--- src/tmr3_pkg.sv ---
// Package for the 16-bit timer/counter: register map, fields, reset values.
// Assumes an APB slave with 32-bit data, one register per aligned word.
`default_nettype none
package tmr3_pkg;
    // ------------------------------------------------------------
    // Register byte offsets
    // ------------------------------------------------------------
    localparam logic [7:0] OFF_CONTROL = 8'h00;
    localparam logic [7:0] OFF_COUNT_LOW = 8'h04;
    localparam logic [7:0] OFF_COUNT_HIGH = 8'h08;
    localparam logic [7:0] OFF_IRQ_STATUS = 8'h0C;
    localparam logic [7:0] OFF_IRQ_ENABLE = 8'h10;
    localparam logic [7:0] OFF_TRIG_CFG = 8'h14;
    // ------------------------------------------------------------
    // Control and interrupt field positions
    // ------------------------------------------------------------
    localparam int BIT_WIDE_ACCESS = 7;
    localparam int BIT_ASSIGN_HI = 6;
    localparam int BIT_PRESCALE_HI = 5;
    localparam int BIT_PRESCALE_LO = 4;
    localparam int BIT_ASSIGN_LO = 3;
    localparam int BIT_SYNC_DISABLE = 2;
    localparam int BIT_CLOCK_SOURCE = 1;
    localparam int BIT_RUN = 0;
    localparam int BIT_OVERFLOW = 0;
    // ------------------------------------------------------------
    // Reset values and codes
    // ------------------------------------------------------------
    localparam logic [7:0] CONTROL_RESET = 8'h00;
    localparam logic [15:0] COUNT_RESET = 16'h0000;
    localparam logic [15:0] COUNT_MAX = 16'hFFFF;
    localparam logic [3:0] MODE_SPECIAL_EVENT = 4'hB;
    localparam int PRESCALE_WIDTH = 3;
    localparam int CCP_UNITS = 4;
    typedef enum logic [1:0] {
        TMR3_EXT_WAIT_LOW = 2'b00,
        TMR3_EXT_ARMED = 2'b01
    } tmr3_ext_state_t;
endpackage
`default_nettype wire

--- src/tmr3_edge_qualifier.sv ---
// Turns the external count input into one-cycle count events.
// Assumes extIn is synchronous to coreClk; sync path adds two flops.
`default_nettype none
module tmr3_edge_qualifier
    import tmr3_pkg::*;
(
    input wire logic coreClk,
    input wire logic nrst,
    input wire logic extIn,
    input wire logic syncDisable,
    input wire logic selected,
    output logic riseEvent
);
    logic sync1_reg;
    logic sync2_reg;
    logic prev_reg;
    logic sample;
    tmr3_ext_state_t state_reg;

    // ------------------------------------------------------------
    // Optional synchroniser
    // ------------------------------------------------------------
    always_ff @(posedge coreClk or negedge nrst) begin
        if (!nrst) begin
            sync1_reg <= 1'b0;
            sync2_reg <= 1'b0;
        end else begin
            sync1_reg <= extIn;
            sync2_reg <= sync1_reg;
        end
    end

    assign sample = syncDisable ? extIn : sync2_reg;

    // ------------------------------------------------------------
    // Rising edges count only after a falling edge was seen
    // ------------------------------------------------------------
    always_ff @(posedge coreClk or negedge nrst) begin
        if (!nrst) begin
            prev_reg <= 1'b0;
            state_reg <= TMR3_EXT_WAIT_LOW;
        end else begin
            prev_reg <= sample;
            if (!selected) begin
                state_reg <= TMR3_EXT_WAIT_LOW;
            end else if (prev_reg && !sample) begin
                state_reg <= TMR3_EXT_ARMED;
            end
        end
    end

    assign riseEvent = selected && (state_reg == TMR3_EXT_ARMED)
        && !prev_reg && sample;
endmodule
`default_nettype wire

--- src/tmr3_timer.sv ---
// 16-bit timer/counter with prescaler, wide access and APB registers.
// Assumes APB master on coreClk; trigger inputs synchronous to coreClk.
// Behaviour
// - Wide access bit selects 16-bit access
// - Two-bit field assigns timers to capture units
// - Prescaler divides by 1, 2, 4, 8
// - Sync bit matters only for external clock
// - Source select: internal tick or external edges
// - Run bit enables counting, else hold
// - Low read copies high byte to buffer
// - Low write loads buffered high byte
// - Only low-byte writes clear the prescaler
// - Count wraps FFFFh to 0000h, flags overflow
// - Enable gates the overflow interrupt request
// - Special event trigger clears the count
// - Trigger reset unreliable in unsynchronised mode
// - Software write beats trigger reset
// - Trigger reset never sets overflow flag
`default_nettype none
module tmr3_timer
    import tmr3_pkg::*;
#(
    parameter int INT_DIV = 4
)
(
    input wire logic core_clk,
    input wire logic nrst,
    input wire logic psel,
    input wire logic penable,
    input wire logic pwrite,
    input wire logic [7:0] paddr,
    input wire logic [31:0] pwdata,
    input wire logic [3:0] pstrb,
    output logic [31:0] prdata,
    output logic pready,
    output logic pslverr,
    input wire logic extCountInput,
    input wire logic [CCP_UNITS-1:0] ccpTrigger,
    input wire logic [4*CCP_UNITS-1:0] compareModeSelect,
    output logic [1:0] ccpTimerAssign,
    output logic irq
);
    import tmr3_pkg::*;

    // Divider register is eight bits wide
    if (INT_DIV < 1 || INT_DIV > 255) begin : gen_bad_div
        $error("INT_DIV out of range");
    end

    logic [7:0] control_reg;
    logic [15:0] count_reg;
    logic [15:0] count_next;
    logic [7:0] highBuf_reg;
    logic [PRESCALE_WIDTH-1:0] presc_reg;
    logic [7:0] intDiv_reg;
    logic status_reg;
    logic enable_reg;
    logic [CCP_UNITS-1:0] trigUse_reg;
    logic access;
    logic wrAcc;
    logic rdAcc;
    logic wrLow;
    logic wrHigh;
    logic wideMode;
    logic intTick;
    logic extEvent;
    logic srcEvent;
    logic countStep;
    logic trigHit;
    logic wrap;
    logic [2:0] divMask;

    // ------------------------------------------------------------
    // Bus decode
    // ------------------------------------------------------------
    function automatic logic known(input logic [7:0] a);
        known = (a == OFF_CONTROL) || (a == OFF_COUNT_LOW)
            || (a == OFF_COUNT_HIGH) || (a == OFF_IRQ_STATUS)
            || (a == OFF_IRQ_ENABLE) || (a == OFF_TRIG_CFG);
    endfunction

    function automatic logic hit(input logic [7:0] a, input logic [7:0] o);
        hit = (a == o);
    endfunction

    assign pready = 1'b1;
    assign access = psel && penable;
    assign pslverr = access && !known(paddr);
    assign wrAcc = access && pwrite && pstrb[0] && known(paddr);
    // Reads are taken in setup, so the buffer copy uses the same edge
    assign rdAcc = psel && !penable && !pwrite;
    assign wrLow = wrAcc && hit(paddr, OFF_COUNT_LOW);
    assign wrHigh = wrAcc && hit(paddr, OFF_COUNT_HIGH);
    assign wideMode = control_reg[BIT_WIDE_ACCESS];

    // ------------------------------------------------------------
    // Control and configuration registers
    // ------------------------------------------------------------
    always_ff @(posedge core_clk or negedge nrst) begin
        if (!nrst) begin
            control_reg <= CONTROL_RESET;
        end else if (wrAcc && hit(paddr, OFF_CONTROL)) begin
            control_reg <= pwdata[7:0];
        end
    end

    always_ff @(posedge core_clk or negedge nrst) begin
        if (!nrst) begin
            enable_reg <= 1'b0;
            trigUse_reg <= '0;
        end else begin
            if (wrAcc && hit(paddr, OFF_IRQ_ENABLE)) begin
                enable_reg <= pwdata[BIT_OVERFLOW];
            end
            if (wrAcc && hit(paddr, OFF_TRIG_CFG)) begin
                trigUse_reg <= pwdata[CCP_UNITS-1:0];
            end
        end
    end

    // Split field, high part at bit 6 and low part at bit 3
    assign ccpTimerAssign = {control_reg[BIT_ASSIGN_HI],
        control_reg[BIT_ASSIGN_LO]};

    // ------------------------------------------------------------
    // Count source and prescaler
    // ------------------------------------------------------------
    always_ff @(posedge core_clk or negedge nrst) begin
        if (!nrst) begin
            intDiv_reg <= 8'h00;
        end else if (intDiv_reg == 8'(INT_DIV - 1)) begin
            intDiv_reg <= 8'h00;
        end else begin
            intDiv_reg <= intDiv_reg + 8'h01;
        end
    end
    assign intTick = (intDiv_reg == 8'(INT_DIV - 1));

    tmr3_edge_qualifier extQual (
        .coreClk(core_clk),
        .nrst(nrst),
        .extIn(extCountInput),
        .syncDisable(control_reg[BIT_SYNC_DISABLE]),
        .selected(control_reg[BIT_CLOCK_SOURCE]),
        .riseEvent(extEvent)
    );

    // Aux oscillator is enabled by the other timer; it arrives here
    // on the same external input.
    assign srcEvent = control_reg[BIT_CLOCK_SOURCE]
        ? extEvent : intTick;

    always_comb begin
        unique case (control_reg[BIT_PRESCALE_HI:BIT_PRESCALE_LO])
            2'b00: divMask = 3'b000;
            2'b01: divMask = 3'b001;
            2'b10: divMask = 3'b011;
            2'b11: divMask = 3'b111;
        endcase
    end

    always_ff @(posedge core_clk or negedge nrst) begin
        if (!nrst) begin
            presc_reg <= '0;
        end else if (wrLow) begin
            presc_reg <= '0;
        end else if (control_reg[BIT_RUN] && srcEvent) begin
            presc_reg <= presc_reg + 3'd1;
        end
    end

    assign countStep = control_reg[BIT_RUN] && srcEvent
        && ((presc_reg & divMask) == divMask);

    // ------------------------------------------------------------
    // Special event trigger
    // ------------------------------------------------------------
    // Unsynchronised external mode gives no guarantee; the trigger is
    // still applied here, software must not rely on it.
    always_comb begin
        trigHit = 1'b0;
        for (int i = 0; i < CCP_UNITS; i++) begin
            if (trigUse_reg[i] && ccpTrigger[i]
                && compareModeSelect[4*i +: 4] == MODE_SPECIAL_EVENT) begin
                trigHit = 1'b1;
            end
        end
    end

    // ------------------------------------------------------------
    // Counter
    // ------------------------------------------------------------
    assign wrap = countStep && (count_reg == COUNT_MAX);

    always_comb begin
        count_next = count_reg;
        if (wrLow) begin
            if (wideMode) begin
                count_next = {highBuf_reg, pwdata[7:0]};
            end else begin
                count_next = {count_reg[15:8], pwdata[7:0]};
            end
        end else if (wrHigh && !wideMode) begin
            count_next = {pwdata[7:0], count_reg[7:0]};
        end else if (trigHit) begin
            count_next = COUNT_RESET;
        end else if (countStep) begin
            count_next = count_reg + 16'h0001;
        end
    end

    always_ff @(posedge core_clk or negedge nrst) begin
        if (!nrst) begin
            count_reg <= COUNT_RESET;
        end else begin
            count_reg <= count_next;
        end
    end

    // High byte buffer, wide mode only: filled by high-byte writes or by low-byte reads
    always_ff @(posedge core_clk or negedge nrst) begin
        if (!nrst) begin
            highBuf_reg <= 8'h00;
        end else if (wideMode && wrHigh) begin
            highBuf_reg <= pwdata[7:0];
        end else if (wideMode && rdAcc && hit(paddr, OFF_COUNT_LOW)) begin
            highBuf_reg <= count_reg[15:8];
        end
    end

    // ------------------------------------------------------------
    // Interrupt status, set wins over write-one clear
    // ------------------------------------------------------------
    // Wrap is the only setter, a trigger reset never wraps.
    always_ff @(posedge core_clk or negedge nrst) begin
        if (!nrst) begin
            status_reg <= 1'b0;
        end else if (wrap && !wrLow && !(wrHigh && !wideMode)
            && !trigHit) begin
            status_reg <= 1'b1;
        end else if (wrAcc && hit(paddr, OFF_IRQ_STATUS)
            && pwdata[BIT_OVERFLOW]) begin
            status_reg <= 1'b0;
        end
    end

    assign irq = status_reg && enable_reg;

    // ------------------------------------------------------------
    // Read data
    // ------------------------------------------------------------
    always_ff @(posedge core_clk or negedge nrst) begin
        if (!nrst) begin
            prdata <= 32'h0000_0000;
        end else if (psel && !penable && !pwrite) begin
            prdata <= 32'h0000_0000;
            unique case (paddr)
                OFF_CONTROL: prdata[7:0] <= control_reg;
                OFF_COUNT_LOW: prdata[7:0] <= count_reg[7:0];
                OFF_COUNT_HIGH: prdata[7:0] <= wideMode
                    ? highBuf_reg : count_reg[15:8];
                OFF_IRQ_STATUS: prdata[BIT_OVERFLOW] <= status_reg;
                OFF_IRQ_ENABLE: prdata[BIT_OVERFLOW] <= enable_reg;
                OFF_TRIG_CFG: prdata[CCP_UNITS-1:0] <= trigUse_reg;
                default: prdata <= 32'h0000_0000;
            endcase
        end
    end
endmodule
`default_nettype wire

--- config.mk ---
export PLATFORM = sky130hd
export DESIGN_NAME = tmr3_timer
export DESIGN_NICKNAME = d
export VERILOG_FILES = /design/src/tmr3_pkg.sv /design/src/tmr3_edge_qualifier.sv /design/src/tmr3_timer.sv
export SDC_FILE = /design/constraint.sdc
export NUM_CORES = 1
export LEC_CHECK = 0
export BUFFER_PORTS_ARGS = -buffer_cell sky130_fd_sc_hd__buf_2
export CAP_MARGIN = 0
export CORE_ASPECT_RATIO = 0.6
export CORE_MARGIN = 10
export CORE_UTILIZATION = 38
export CTS_CLUSTER_SIZE = 8
export DETAILED_ROUTE_END_ITERATION = 10
export PLACE_DENSITY = 0.62
export SETUP_SLACK_MARGIN = 0.02
export SYNTH_ARGS = -nofsm -noshare
export SYNTH_HDL_FRONTEND = slang
export SYNTH_SLANG_ARGS = --single-unit
--- constraint.sdc ---
create_clock -name core_clk -period 2.35 [get_ports core_clk]
set_input_delay 0.235 -clock core_clk [delete_from_list [all_inputs] [get_ports core_clk]]
set_output_delay 0.235 -clock core_clk [all_outputs]
set_load 0.01 [all_outputs]
Word level (Yosys, flattened, before mapping). Index checks and enable logic that the tools add are counted. Widths: inputs -> output; s select.

Register bits: 62. Input port bits: 70. Output and inout port bits: 37. Logic and storage cells: 122.

$add $sub $neg: 3. Equality and inequality tests: 19. Multiplexer cells: 25. Bitwise logic cells: 1. Reduce and logical (&&, ||, !) cells: 60.

Operators by type and width (count): $mux 16 (5); $logic_and 1x1->1 (37); $mux 8 (4); $pmux 3 s4 (2); $add 16x1->16 const B (1); $eq 16x16->1 const B (1); $eq 4x4->1 const B (4); $eq 8x4->1 const B (2); $eq 8x5->1 const B (2); $pmux 4 s3 (1); $logic_not 1->1 (9); $add 8x1->8 const B (1); $eq 8x2->1 const B (1); $eq 8x3->1 const B (1); $logic_not 8->1 (1); $mux 1 (8); $mux 3 (2); $pmux 1 s6 (1); $reduce_bool 2->1 (3); $logic_or 1x1->1 (5); $eq 2x1->1 const B (2); $eq 2x2->1 const B (2); $mux 2 (2); $ne 2x2->1 const B (2); other kinds (8) (9).

Longest topological paths before layout. Gate-level depths: netlist of run 1.

Depth after elaboration: 13. Depth in mapped cells: 8. Depth with buffers taken out: 7.

By module. Synthesis of run 1 repeated with hierarchy kept, for this count alone.

Cells, all modules: 411. Area, all modules: 3788.6 um^2.

By module, submodules not included: tmr3_timer (times used 1, cells an instance 402, area an instance 3644.7 um^2, seq. area each 1426.4 um^2); tmr3_edge_qualifier (times used 1, cells an instance 9, area an instance 143.9 um^2, seq. area each 100.1 um^2).

Least setup slack after synthesis of run 1. OpenSTA, ideal clock, no wires.

Path type: flip-flop to flip-flop. From: register intDiv_reg[0]. To: register count_reg[7]. Setup time: 0.126 ns. Data arrival time: 2.180 ns. Data required time: 2.224 ns. Slack: 0.045 ns. Stages on the path, launching flop included: 9. Path buffers: 1. Clock period less this slack: 2.305 ns. Cells stage by stage: dfrtp_1 ha_1 or4b_1 nand2b_1 a221oi_2 buf_4 nand3_1 a21o_1 a221o_1.

Longest elaborated chain between the ends: 6.

RTL lines: start: declaration (line tmr3_timer.sv:55) `logic [7:0] intDiv_reg;`; start signal: assignment (line tmr3_timer.sv:134) `intDiv_reg <= intDiv_reg + 8'h01;`; $eq 8x2->1 (line tmr3_timer.sv:137) `assign intTick = (intDiv_reg == 8'(INT_DIV - 1));`; $mux 1 (line tmr3_timer.sv:151) `? extEvent : intTick;`; $logic_and 1x1->1 (line tmr3_timer.sv:172) `assign countStep = control_reg[BIT_RUN] && srcEvent`; $logic_and 1x1->1 (line tmr3_timer.sv:173) `&& ((presc_reg & divMask) == divMask);`; $reduce_bool 3->1 (no source line); $reduce_and 2->1 (no source line); end signal: assignment (line tmr3_timer.sv:216) `count_reg <= count_next;`; end: declaration (line tmr3_timer.sv:51) `logic [15:0] count_reg;`.

Every way passes these cells. A chain may end at the register's enable or synchronous reset.

Final worst setup path of run 1.
From: register intDiv_reg[0]. To: register count_reg[12].

Longest elaborated chain between the ends: 6.

RTL lines (line): $eq 8x2->1 (tmr3_timer.sv:137); $mux 1 (tmr3_timer.sv:151); $logic_and 1x1->1 (tmr3_timer.sv:172); $logic_and 1x1->1 (tmr3_timer.sv:173); $reduce_bool 4->1 (no source line); $reduce_and 2->1 (no source line).

Every way passes these cells.

==> results of run 1 <==
## per-layer routing
layer	up-vias	routed length (um)	global-route usage
li1	1590	-	-
met1	1715	5752	0.2377
met2	154	4817	0.2150
met3	20	1360	0.06186
met4	0	126	0.03982
met5	-	0	0
## cell families (layout without fill, tap and decap cells)
family,Yosys count,in the layout,share of synthesized area
mux,25,25,0.07094
xor+xnor,15,15,0.03448
other cells,2,25,0.001971
fa+ha+maj,3,3,0.009853
flops,61,61,0.4007
buf+inv,55,117,0.09918
simple gates,143,143,0.2046
compound gates,96,96,0.1783
## stage by stage
stage,setup TNS (ns),cells,util,hold WS (ns),area (um2)
2_1_floorplan,0,423,-,-0.06059,3896
3_3_place_gp,0,601,0.4351,0.2617,4268
3_5_place_dp,-0.0004554,601,0.4351,0.2765,4268
4_1_cts,0,618,0.4695,0.01986,4606
5_1_grt,-0.04704,620,0.4741,0.03432,4651
6_report,0,620,0.4741,0.03426,4651
## layout make-up
cell class / count / area, um2 / area share
Multi-Input combinational cell: 307 / 2023 / 0.4350
Timing Repair Buffer: 90 / 571.8 / 0.1229
Inverter: 12 / 45.04 / 0.009685
Tap cell: 135 / 168.9 / 0.03632
Sequential cell: 61 / 1526 / 0.3282
Clock inverter: 4 / 72.57 / 0.01560
Clock buffer: 11 / 242.7 / 0.05219
## synth_stat cells, drive strengths merged (2+ instances only)
master	instances	share of area
ha	3	0.0099
nand2b	2	0.0033
nor4	7	0.013
a222oi	3	0.0079
a21oi	19	0.025
mux2i	12	0.032
or2	2	0.0033
o22ai	4	0.0066
or4b	3	0.0079
nor2b	2	0.0033
a21o	2	0.0039
a221oi	2	0.0062
nand4	7	0.011
nand3	19	0.025
or3	2	0.0033
and2	2	0.0033
conb	2	0.0020
o31ai	3	0.0059
a221o	6	0.017
buf	36	0.075
a32oi	2	0.0046
nand4b	5	0.011
nor2	27	0.027
nor3	12	0.021
clkbuf	7	0.012
inv	12	0.012
a22o	7	0.016
nand2	38	0.037
dfrtp	61	0.40
and3	5	0.0082
a22oi	11	0.022
or4	3	0.0069
xnor2	12	0.028
a21boi	4	0.0079
a32o	4	0.011
xor2	3	0.0069
o211ai	2	0.0039
nand3b	2	0.0072
nor3b	3	0.0059
mux2	13	0.039
o21ai	24	0.034
## worst max-delay path by stage
stage / start / to / slack (ns) / depth (start not counted)
after detailed placement: intDiv_reg[0] / count_reg[7] / -0.0005 / 8
after global placement: intDiv_reg[0] / count_reg[7] / 0.04 / 8
final: intDiv_reg[0] / count_reg[12] / 0.04 / 9
after global routing: intDiv_reg[0] / count_reg[12] / -0.02 / 9
after floorplan: intDiv_reg[0] / count_reg[7] / 0.04 / 8
after CTS: intDiv_reg[0] / count_reg[12] / 0.02 / 9
## layout by cell type, fill, tap and decap left out, types with 3 or more instances in the layout
cell type / synthesis / layout
sky130_fd_sc_hd__o21ai_1: 0 / 3
sky130_fd_sc_hd__a222oi_1: 3 / 3
sky130_fd_sc_hd__buf_4: 28 / 32
sky130_fd_sc_hd__nor3b_1: 3 / 3
sky130_fd_sc_hd__nor3_1: 9 / 9
sky130_fd_sc_hd__mux2i_1: 12 / 11
sky130_fd_sc_hd__conb_1: 2 / 25
sky130_fd_sc_hd__nand4_1: 7 / 7
sky130_fd_sc_hd__nor4_1: 6 / 6
sky130_fd_sc_hd__a32o_1: 4 / 4
sky130_fd_sc_hd__nor2_1: 26 / 26
sky130_fd_sc_hd__a21boi_0: 4 / 4
sky130_fd_sc_hd__nand4b_1: 5 / 5
sky130_fd_sc_hd__xor2_1: 3 / 3
sky130_fd_sc_hd__xnor2_1: 12 / 12
sky130_fd_sc_hd__mux2_2: 12 / 12
sky130_fd_sc_hd__o22ai_1: 4 / 4
sky130_fd_sc_hd__a22o_1: 7 / 7
sky130_fd_sc_hd__nand3_1: 19 / 18
sky130_fd_sc_hd__a21oi_1: 19 / 19
sky130_fd_sc_hd__a22oi_1: 11 / 11
sky130_fd_sc_hd__buf_2: 1 / 54
sky130_fd_sc_hd__inv_1: 12 / 12
sky130_fd_sc_hd__a221o_2: 4 / 4
sky130_fd_sc_hd__o21ai_0: 23 / 20
sky130_fd_sc_hd__clkbuf_16: 0 / 9
sky130_fd_sc_hd__and3_1: 5 / 5
sky130_fd_sc_hd__nand2_1: 38 / 38
sky130_fd_sc_hd__o31ai_1: 3 / 3
sky130_fd_sc_hd__dfrtp_1: 61 / 61
## worst max-delay path, stage by stage, from the launching register on
cell,delay [ns]
sky130_fd_sc_hd__dfrtp_1,0.35
sky130_fd_sc_hd__ha_2,0.19
sky130_fd_sc_hd__or4b_4,0.47
sky130_fd_sc_hd__nand2b_4,0.16
sky130_fd_sc_hd__a221oi_2,0.24
sky130_fd_sc_hd__buf_4,0.20
sky130_fd_sc_hd__buf_6,0.11
sky130_fd_sc_hd__nand3b_4,0.14
sky130_fd_sc_hd__o21ai_4,0.11
sky130_fd_sc_hd__a32o_1,0.23
## what timing repair did
item | in CTS | in global routing
hold endpoints to repair | 23 | 0
pin swaps | 0 | 0
setup endpoints to repair | 1 | 14
hold buffers | 1 | 0
setup buffers | 1 | 2
resized for setup | 1 | 11
## power groups by stage
| stage | Sequential (W) | Clock, W | Combinational, W |
|---|---|---|---|
| floorplan | 0.00109 | 0 | 0.0000887 |
| global placement | 0.00109 | 0 | 0.000144 |
| detailed placement | 0.00109 | 0 | 0.000149 |
| CTS | 0.00107 | 0.00143 | 0.000151 |
| global route | 0.00107 | 0.00147 | 0.000171 |
| finish | 0.00107 | 0.00141 | 0.000154 |
==> parameters.txt, run 1 <==
Parameter                              Value

Layout
  Fillcell total    between 900 and 1k
  P&R area growth vs syn    22.07%
  Flip-flop count of the largest register after layout    16
  ANT cells    0
  Net total in the final layout    around 550
  Proportion of layout cells with a drive suffix above 1    0.2825

Hold path
  Launch instance of the worst min-delay path    extCountInput
  Worst hold path stage count    1
  Class of the tightest hold or removal check    primary input to flip-flop
  End of the worst hold path    extQual.sync1_reg

Routing
  ANT nets after route    0
  Total routed wirelength    12,060 um
  Total vias in the final route    ~3.5k
  Routed len/inst    about 19 um
  Post-route DRC    0
  Ratio of routed vias to standard cells    5.611
  Violation count after the first detailed-route iteration    331
  Drt pass-1 iters    5

Timing
  Final hold viol count    0
  Final critical-path share of the clock period    0.9840
  Headroom to the max-slew limit    0.5042
  Highest Clock Rate    approximately 0.43 GHz
  Clock Skews    about 0.0066 ns
  Setup repair after global routing missed its margin    true
  Slew Viols, Final    0
  Fin crit period    between 2 and 2.5 ns
  Final setup violation count    0
  Transition at the pin with the smallest max-transition slack    0.7397 ns
  Smallest setup slack after layout    0.03765 ns

Setup path
  Depth of the worst register-to-register path    9
  Data arrival, critical path    2.53 ns
  Critical register-to-register path endpoint    count_reg[12]
  Crit path launch type    flip-flop
  Startpoint of the most critical register-to-register path    intDiv_reg[0]
  R2R setup slack    ~0.038 ns
  Critical path data required time    2.56 ns
  Endpoint type of the worst setup path    flip-flop
  Class of the most critical setup path    flip-flop to flip-flop
  Largest driver fanout on the critical path    7

Global routing
  First-pass GRT wire length    18,570 um
  Largest net degree at the start of global routing    39
  Overall track demand over capacity in global routing    0.1626
  Via count of the first global-routing pass    3,256
  Antenna violations before repair    0
  Total congestion overflow after global routing    0

Floorplan
  DIE HEIGHT    97.56 um
  Area of the die    14,560 um2
  Starting utilization of the core area    0.3884
  Boundary pin count    107
  Placement Rows    28
  Die boundary width    149.3 um
  Core region area    approximately 10000 um2

Power
  Static Leakage    2.193 nW
  Worst vdd rail ir drop    0.3294 mV
  Power density over the cells    approximately 570 nW/um2
  Internal power    0.002062 W
  Switching Power    0.0005755 W
  Sequential Power Share    0.407
  Clock network power share    0.535
  Portion of total power attributed to combinational logic    0.058
  Switching power as a share of total power    0.2182
  Overall Power    0.002638 W

Yosys
  Number of unique standard cell types used by synthesis    61
  Post-Synthesis Cell Area    3810 um2
  Ys flop type    sky130_fd_sc_hd__dfrtp_1
  Cell count after synthesis    400
  Asr flop ratio synth    1.000
  Portion of the post-synthesis area used by sequential elements    0.4007
  Per-instance average area after synthesis    9.525 um2
  Flop and latch count out of synthesis    between 60 and 70
  Number of flops mapped to enable cells by yosys    0
  Synthesis warning total    0

CTS
  Clock root cell    sky130_fd_sc_hd__clkbuf_16
  Depth of the CTS H-tree    3
  Total clock sinks    61
  TritonCTS Buffers    9
  Clock Tree Buf Depth    2
  Worst-skew pair later-pin latency    0.33 ns
  Clk pin slew, worst setup/hold paths    0.05 ns
  Clock tree from TritonCTS    yes

Placement
  Post-placement setup slack    -0.0004554 ns
  Post-detailed-placement half-perimeter wirelength    9114 um
  Number of buffers added on ports    54
  Global placement routability congestion    around 0.93

Status
  Run status    finished, final reports clean

Job
  Count of maximum capacitance violations    0
Note: power is estimated with default switching activity, not from simulation.
==> inputs of run 2 (changes only) <==
PLACE_DENSITY = not set   (was 0.62)
PLACE_DENSITY_LB_ADDON = 0.05   (was not set)
==> parameters.txt, run 2 (synthesized netlist as in run 1, its figures left out) <==
Parameter                              Value

Hold path
  Worst hold path stage count    1
  Class of the tightest hold or removal check    primary input to flip-flop

Layout
  Proportion of layout cells with a drive suffix above 1    0.2851
  Layout Utilization    0.4739
  Post-route insts no fill    626
  Most frequent standard cell in the layout excluding fill and tap cells    sky130_fd_sc_hd__dfrtp_1
  Leading cell types in the layout, fill and taps excluded    sky130_fd_sc_hd__dfrtp_1 (61), sky130_fd_sc_hd__buf_2 (54), sky130_fd_sc_hd__nand2_1 (38)
  Net total in the final layout    about 560
  Flip-flop count of the largest register after layout    16
  ANT cells    0
  Fillcell total    975
  P&R area growth vs syn    22.00%

Routing
  Drt pass-1 iters    4
  Post-route DRC    0
  Total routed wirelength    between 10,000 and 15,000 um
  Total vias in the final route    3,362
  Ratio of routed vias to standard cells    around 5.4
  Routed len/inst    approximately 19 um
  Violation count after the first detailed-route iteration    ~290
  ANT nets after route    0

CTS
  Clk pin slew, worst setup/hold paths    0.05 ns
  Worst-skew pair later-pin latency    0.34 ns
  Depth of the CTS H-tree    3
  Clock root cell    sky130_fd_sc_hd__clkbuf_16
  TritonCTS Buffers    9
  Clock Tree Buf Depth    2
  Total clock sinks    61
  Clock tree from TritonCTS    yes

Timing
  Final critical-path share of the clock period    0.9864
  Setup repair after global routing missed its margin    true
  Transition at the pin with the smallest max-transition slack    0.7569 ns
  Highest Clock Rate    0.4314 GHz
  Headroom to the max-slew limit    0.4926
  Final setup violation count    0
  Hold slack final    0.03023 ns
  Final hold viol count    0
  Slew Viols, Final    0
  Fin crit period    2.318 ns
  Clock Skews    0.006415 ns

Power
  Static Leakage    2.206 nW
  Overall Power    0.002461 W
  Internal power    between 0.0015 and 0.002 W
  Worst vdd rail ir drop    0.3244 mV
  Sequential Power Share    0.436
  Clock network power share    0.501
  Switching Power    between 0.0005 and 0.0006 W
  Portion of total power attributed to combinational logic    0.063
  Power density over the cells    529.4 nW/um2
  Switching power as a share of total power    0.2339

Job
  Count of maximum capacitance violations    0

Status
  Run status    finished, final reports clean

Global routing
  Via count of the first global-routing pass    3,413
  First-pass GRT wire length    19,580 um
  Overall track demand over capacity in global routing    0.1728
  Antenna violations before repair    0
  Total congestion overflow after global routing    0
  Largest net degree at the start of global routing    40

Setup path
  Critical register-to-register path endpoint    count_reg[7]
  Critical path launch point    intDiv_reg[0]
  Endpoint type of the worst setup path    flip-flop
  Startpoint of the most critical register-to-register path    intDiv_reg[0]
  Capture point of the worst path    count_reg[7]
  Crit path launch type    flip-flop
  R2R setup slack    0.03 ns
  Worst path max stage delay    0.46 ns
  Depth of the worst register-to-register path    8
  Largest driver fanout on the critical path    5
  Data arrival, critical path    about 2.5 ns
  Cell chain of the critical path    ha_2, or4b_4, nand2b_4, a221oi_2, buf_4, nand3_4, a21o_1, a221o_1
  Class of the most critical setup path    flip-flop to flip-flop
  Slowest-stage cell, CP    sky130_fd_sc_hd__or4b_4
  Critical path data required time    2.57 ns

Floorplan
  Core region area    between 9000 and 10,000 um2
  Area of the die    14,560 um2
  DIE HEIGHT    97.56 um
  Die boundary width    approximately 150 um
  Starting utilization of the core area    0.3884
  Placement Rows    28
  Boundary pin count    107

Placement
  Placed cell count    606
  Global placement routability congestion    0.8373
  Post-detailed-placement half-perimeter wirelength    9351 um
  Number of buffers added on ports    54
run 2: how the worst min path moves through the flow:
stage	end	slack, ns	start
floorplan	control_reg[0]	-0.06	nrst
global placement	control_reg[0]	0.27	nrst
detailed placement	control_reg[0]	0.27	nrst
CTS	extQual.sync1_reg	0.02	extCountInput
global route	extQual.sync1_reg	0.02	extCountInput
finish	extQual.sync1_reg	0.03	extCountInput
run 2: area by class of cell:
type                       count  area, um2  area share
clock buffer                  15      267.8     0.05760
clock inverter                 1      5.005    0.001077
inverter                      12      45.04    0.009690
multi-input combinational    307       2026      0.4358
sequential                    61       1526      0.3284
tap                          135      168.9     0.03634
timing repair buffer          95      609.3      0.1311
run 2: critical path: cells and delay by family, from the launching register on:
family / cells / cell delay, ns
and+or+nand+nor: 3 / 0.71
adders and majority gates: 1 / 0.18
buffers and inverters: 1 / 0.20
AOI/OAI and AO/OA: 3 / 0.75
DFF: 1 / 0.35
run 2: per-layer routing:
metal / global-route usage / vias up / wire length [um]
met3: 0.07070 / 10 / 881
li1: - / 1607 / -
met2: 0.2358 / 96 / 5116
met4: 0.04057 / 0 / 105
met1: 0.2441 / 1649 / 6098
met5: 0 / - / 0
run 2: what timing repair did:
item / CTS / global route
resized for setup: 1 / 14
hold buffers: 1 / 0
pin swaps: 0 / 3
endpoints found under the hold margin: 22 / 0
setup endpoints to repair: 1 / 13
buffers inserted: 1 / 2
run 2: power by group through the flow:
| stage | Clock (W) | Sequential [W] | Combinational (W) |
|---|---|---|---|
| finish | 0.00123 | 0.00107 | 0.000155 |
| global route | 0.00132 | 0.00107 | 0.000174 |
| CTS | 0.00127 | 0.00107 | 0.000154 |
| detailed placement | 0 | 0.00109 | 0.000152 |
| global placement | 0 | 0.00109 | 0.000150 |
| floorplan | 0 | 0.00109 | 0.0000887 |
run 2: through the flow:
step / instance area, um2 / worst slack (ns) / TNS [ns]
2_1_floorplan: 3896 / 0.04451 / 0
3_3_place_gp: 4305 / 0.03145 / 0
3_5_place_dp: 4305 / 0.01664 / 0
4_1_cts: 4603 / 0.02632 / 0
5_1_grt: 4648 / -0.07317 / -0.3430
6_report: 4648 / 0.03187 / 0
==> inputs of run 3 (changes only) <==
SYNTH_HIERARCHICAL = 1   (was not set)
==> parameters.txt, run 3 <==
Parameter                              Value

Status
  Run status    finished, final reports clean

Hold path
  End of the worst hold path    extQual/sync1_reg
  Worst hold path stage count    1
  Launch instance of the worst min-delay path    extCountInput
  Class of the tightest hold or removal check    primary input to flip-flop

Job
  Count of maximum capacitance violations    0

Yosys
  Number of flops mapped to enable cells by yosys    0
  Top cells by area, synth    sky130_fd_sc_hd__dfrtp_1 (40%), sky130_fd_sc_hd__buf_4 (6.3%), sky130_fd_sc_hd__o21ai_0 (3.8%), sky130_fd_sc_hd__mux2_2 (3.6%), sky130_fd_sc_hd__nor2_1 (3.2%)
  Portion of the post-synthesis area used by sequential elements    0.4029
  Post-Synthesis Cell Area    between 3000 and 4000 um2
  Ranking of synthesized cells by instance count    sky130_fd_sc_hd__dfrtp_1 (61), sky130_fd_sc_hd__buf_4 (32), sky130_fd_sc_hd__nor2_1 (32)
  Synthesis warning total    6
  Cell with the most instances after synthesis    sky130_fd_sc_hd__dfrtp_1
  Cell count after synthesis    roughly 400
  Ys flop type    sky130_fd_sc_hd__dfrtp_1
  Synth area leader    sky130_fd_sc_hd__dfrtp_1
  Flop and latch count out of synthesis    61
  Per-instance average area after synthesis    9.218 um2
  Asr flop ratio synth    1.000
  Yosys top cell area share    0.4029
  Number of unique standard cell types used by synthesis    64

Setup path
  Crit path launch type    flip-flop
  Depth of the worst register-to-register path    8
  Endpoint type of the worst setup path    flip-flop
  R2R setup slack    0.12 ns
  Data arrival, critical path    between 2 and 2.5 ns
  Class of the most critical setup path    flip-flop to flip-flop
  Startpoint of the most critical register-to-register path    intDiv_reg[0]
  Largest driver fanout on the critical path    19
  Critical path data required time    2.60 ns
  Critical register-to-register path endpoint    count_reg[6]

Placement
  Number of buffers added on ports    54
  Global placement routability congestion    0.8164
  Post-placement setup slack    0.09036 ns
  Post-detailed-placement half-perimeter wirelength    9132 um

Layout
  Net total in the final layout    555
  Fillcell total    949
  Proportion of layout cells with a drive suffix above 1    0.2587
  P&R area growth vs syn    21.30%
  ANT cells    0
  Leading cell types in the layout, fill and taps excluded    sky130_fd_sc_hd__dfrtp_1 (61), sky130_fd_sc_hd__buf_2 (54), sky130_fd_sc_hd__nor2_1 (31), sky130_fd_sc_hd__nand2_1 (31), sky130_fd_sc_hd__o21ai_0 (28)
  Most frequent standard cell in the layout excluding fill and tap cells    sky130_fd_sc_hd__dfrtp_1
  Flip-flop count of the largest register after layout    16

Timing
  Slew Viols, Final    0
  Final hold viol count    0
  Transition at the pin with the smallest max-transition slack    0.6368 ns
  Final critical-path share of the clock period    0.9478
  Final setup violation count    0
  Headroom to the max-slew limit    0.5722
  Fin crit period    2.227 ns
  Setup repair after global routing missed its margin    false
  Smallest setup slack after layout    ~0.12 ns
  Clock Skews    0.006587 ns
  Highest Clock Rate    between 0.4 and 0.5 GHz
  Setup TNS    0 ns

Floorplan
  Area of the die    14,500 um2
  DIE HEIGHT    ~97 um
  Die boundary width    148.9 um
  Boundary pin count    107
  Core region area    9774 um2
  Placement Rows    28
  Starting utilization of the core area    0.3876

Global routing
  Antenna violations before repair    0
  Total congestion overflow after global routing    0
  Overall track demand over capacity in global routing    0.1625
  Largest net degree at the start of global routing    36
  Via count of the first global-routing pass    3,292
  First-pass GRT wire length    18,660 um

CTS
  Clock tree from TritonCTS    yes
  Worst-skew pair later-pin latency    0.33 ns
  Clock root cell    sky130_fd_sc_hd__clkbuf_16
  Clock Tree Buf Depth    2
  Total clock sinks    61
  TritonCTS Buffers    9
  Clk pin slew, worst setup/hold paths    approximately 0.05 ns
  Depth of the CTS H-tree    3

Power
  Worst vdd rail ir drop    ~0.3 mV
  Static Leakage    2.136 nW
  Power density over the cells    579.9 nW/um2

Routing
  Routed len/inst    roughly 19 um
  Post-route DRC    0
  Total routed wirelength    ~12,000 um
  Drt pass-1 iters    5
  Ratio of routed vias to standard cells    5.428
  ANT nets after route    0
  Violation count after the first detailed-route iteration    between 200 and 250
  Total vias in the final route    3,376
-- run 3: cell count changes after synthesis, moves of 6 or more --
cell / before / now
sky130_fd_sc_hd__o21ai_0: 23 / 29
sky130_fd_sc_hd__o21ai_1: 0 / 7
sky130_fd_sc_hd__a31oi_1: 0 / 7
sky130_fd_sc_hd__nand2_1: 38 / 31
sky130_fd_sc_hd__xnor2_1: 12 / 6
sky130_fd_sc_hd__nor2_1: 26 / 32
-- run 3: cell families after synthesis --
kind of cell	Yosys count	share of synthesized area
AND/OR/NAND/NOR	142	0.2011
AO/OA/AOI/OAI	112	0.1991
flip-flops	61	0.4029
buffers and inverters	59	0.09775
multiplexers	24	0.06869
XOR/XNOR	8	0.01849
adder cells (fa/ha/maj)	3	0.009909
other	2	0.001982
-- run 3: repair_timing --
action,CTS,global route
setup buffers,0,2
hold buffers,1,0
endpoints found under the hold margin,26,0
endpoints found under the setup margin,0,11
resized for setup,0,3
-- run 3: power by group --
part	total (W)	leakage, nW	internal [W]	switching (W)
logic	0.000145	1.14	0.0000497	0.0000957
registers	0.00107	0.829	0.00106	0.00000627
clock network	0.00145	0.163	0.000982	0.000472
total	0.00267	2.14	0.00209	0.000574
-- run 3: critical path, stage by stage, from the launching register on --
cell                       delay, ns
sky130_fd_sc_hd__dfrtp_1        0.39
sky130_fd_sc_hd__ha_1           0.18
sky130_fd_sc_hd__or4b_4         0.48
sky130_fd_sc_hd__o21ai_2        0.17
sky130_fd_sc_hd__o2111a_1       0.26
sky130_fd_sc_hd__buf_12         0.17
sky130_fd_sc_hd__and2b_2        0.24
sky130_fd_sc_hd__a22oi_1        0.08
sky130_fd_sc_hd__o21ai_0        0.16
-- run 3: worst max path at each step --
| stage | start | to |
|---|---|---|
| after global placement | intDiv_reg[0] | count_reg[2] |
| after floorplan | intDiv_reg[0] | count_reg[7] |
| final | intDiv_reg[0] | count_reg[6] |
| after CTS | intDiv_reg[0] | count_reg[2] |
| after detailed placement | intDiv_reg[0] | count_reg[2] |
| after global routing | intDiv_reg[0] | count_reg[2] |
-- run 3: metrics by stage --
stage	cell area [um2]	power (W)	utilization	instances	hold slack, ns
CTS	4574	0.002695	0.4680	620	0.01772
floorplan	3875	0.001162	-	434	-0.06059
global route	4596	0.002763	0.4702	622	0.02218
finish	4596	0.002665	0.4702	622	0.02723
global placement	4238	0.001226	0.4336	603	0.2952
detailed placement	4238	0.001227	0.4336	603	0.2983
-- run 3: layer usage --
| metal | vias up | wire length (um) | global-route usage |
|---|---|---|---|
| met5 | - | 0 | 0 |
| met4 | 0 | 129 | 0.04433 |
| met3 | 13 | 804 | 0.04791 |
| met2 | 107 | 4887 | 0.2242 |
| met1 | 1636 | 6049 | 0.2366 |
| li1 | 1620 | - | - |
-- run 3: layout make-up --
| type | instances | area [um2] | area share |
|---|---|---|---|
| inverter | 12 | 45.04 | 0.009801 |
| sequential | 61 | 1526 | 0.3322 |
| tap | 135 | 168.9 | 0.03675 |
| clock inverter | 4 | 70.07 | 0.01525 |
| timing repair buffer | 84 | 535.5 | 0.1165 |
| multi-input combinational | 314 | 1993 | 0.4337 |
| clock buffer | 12 | 256.5 | 0.05581 |
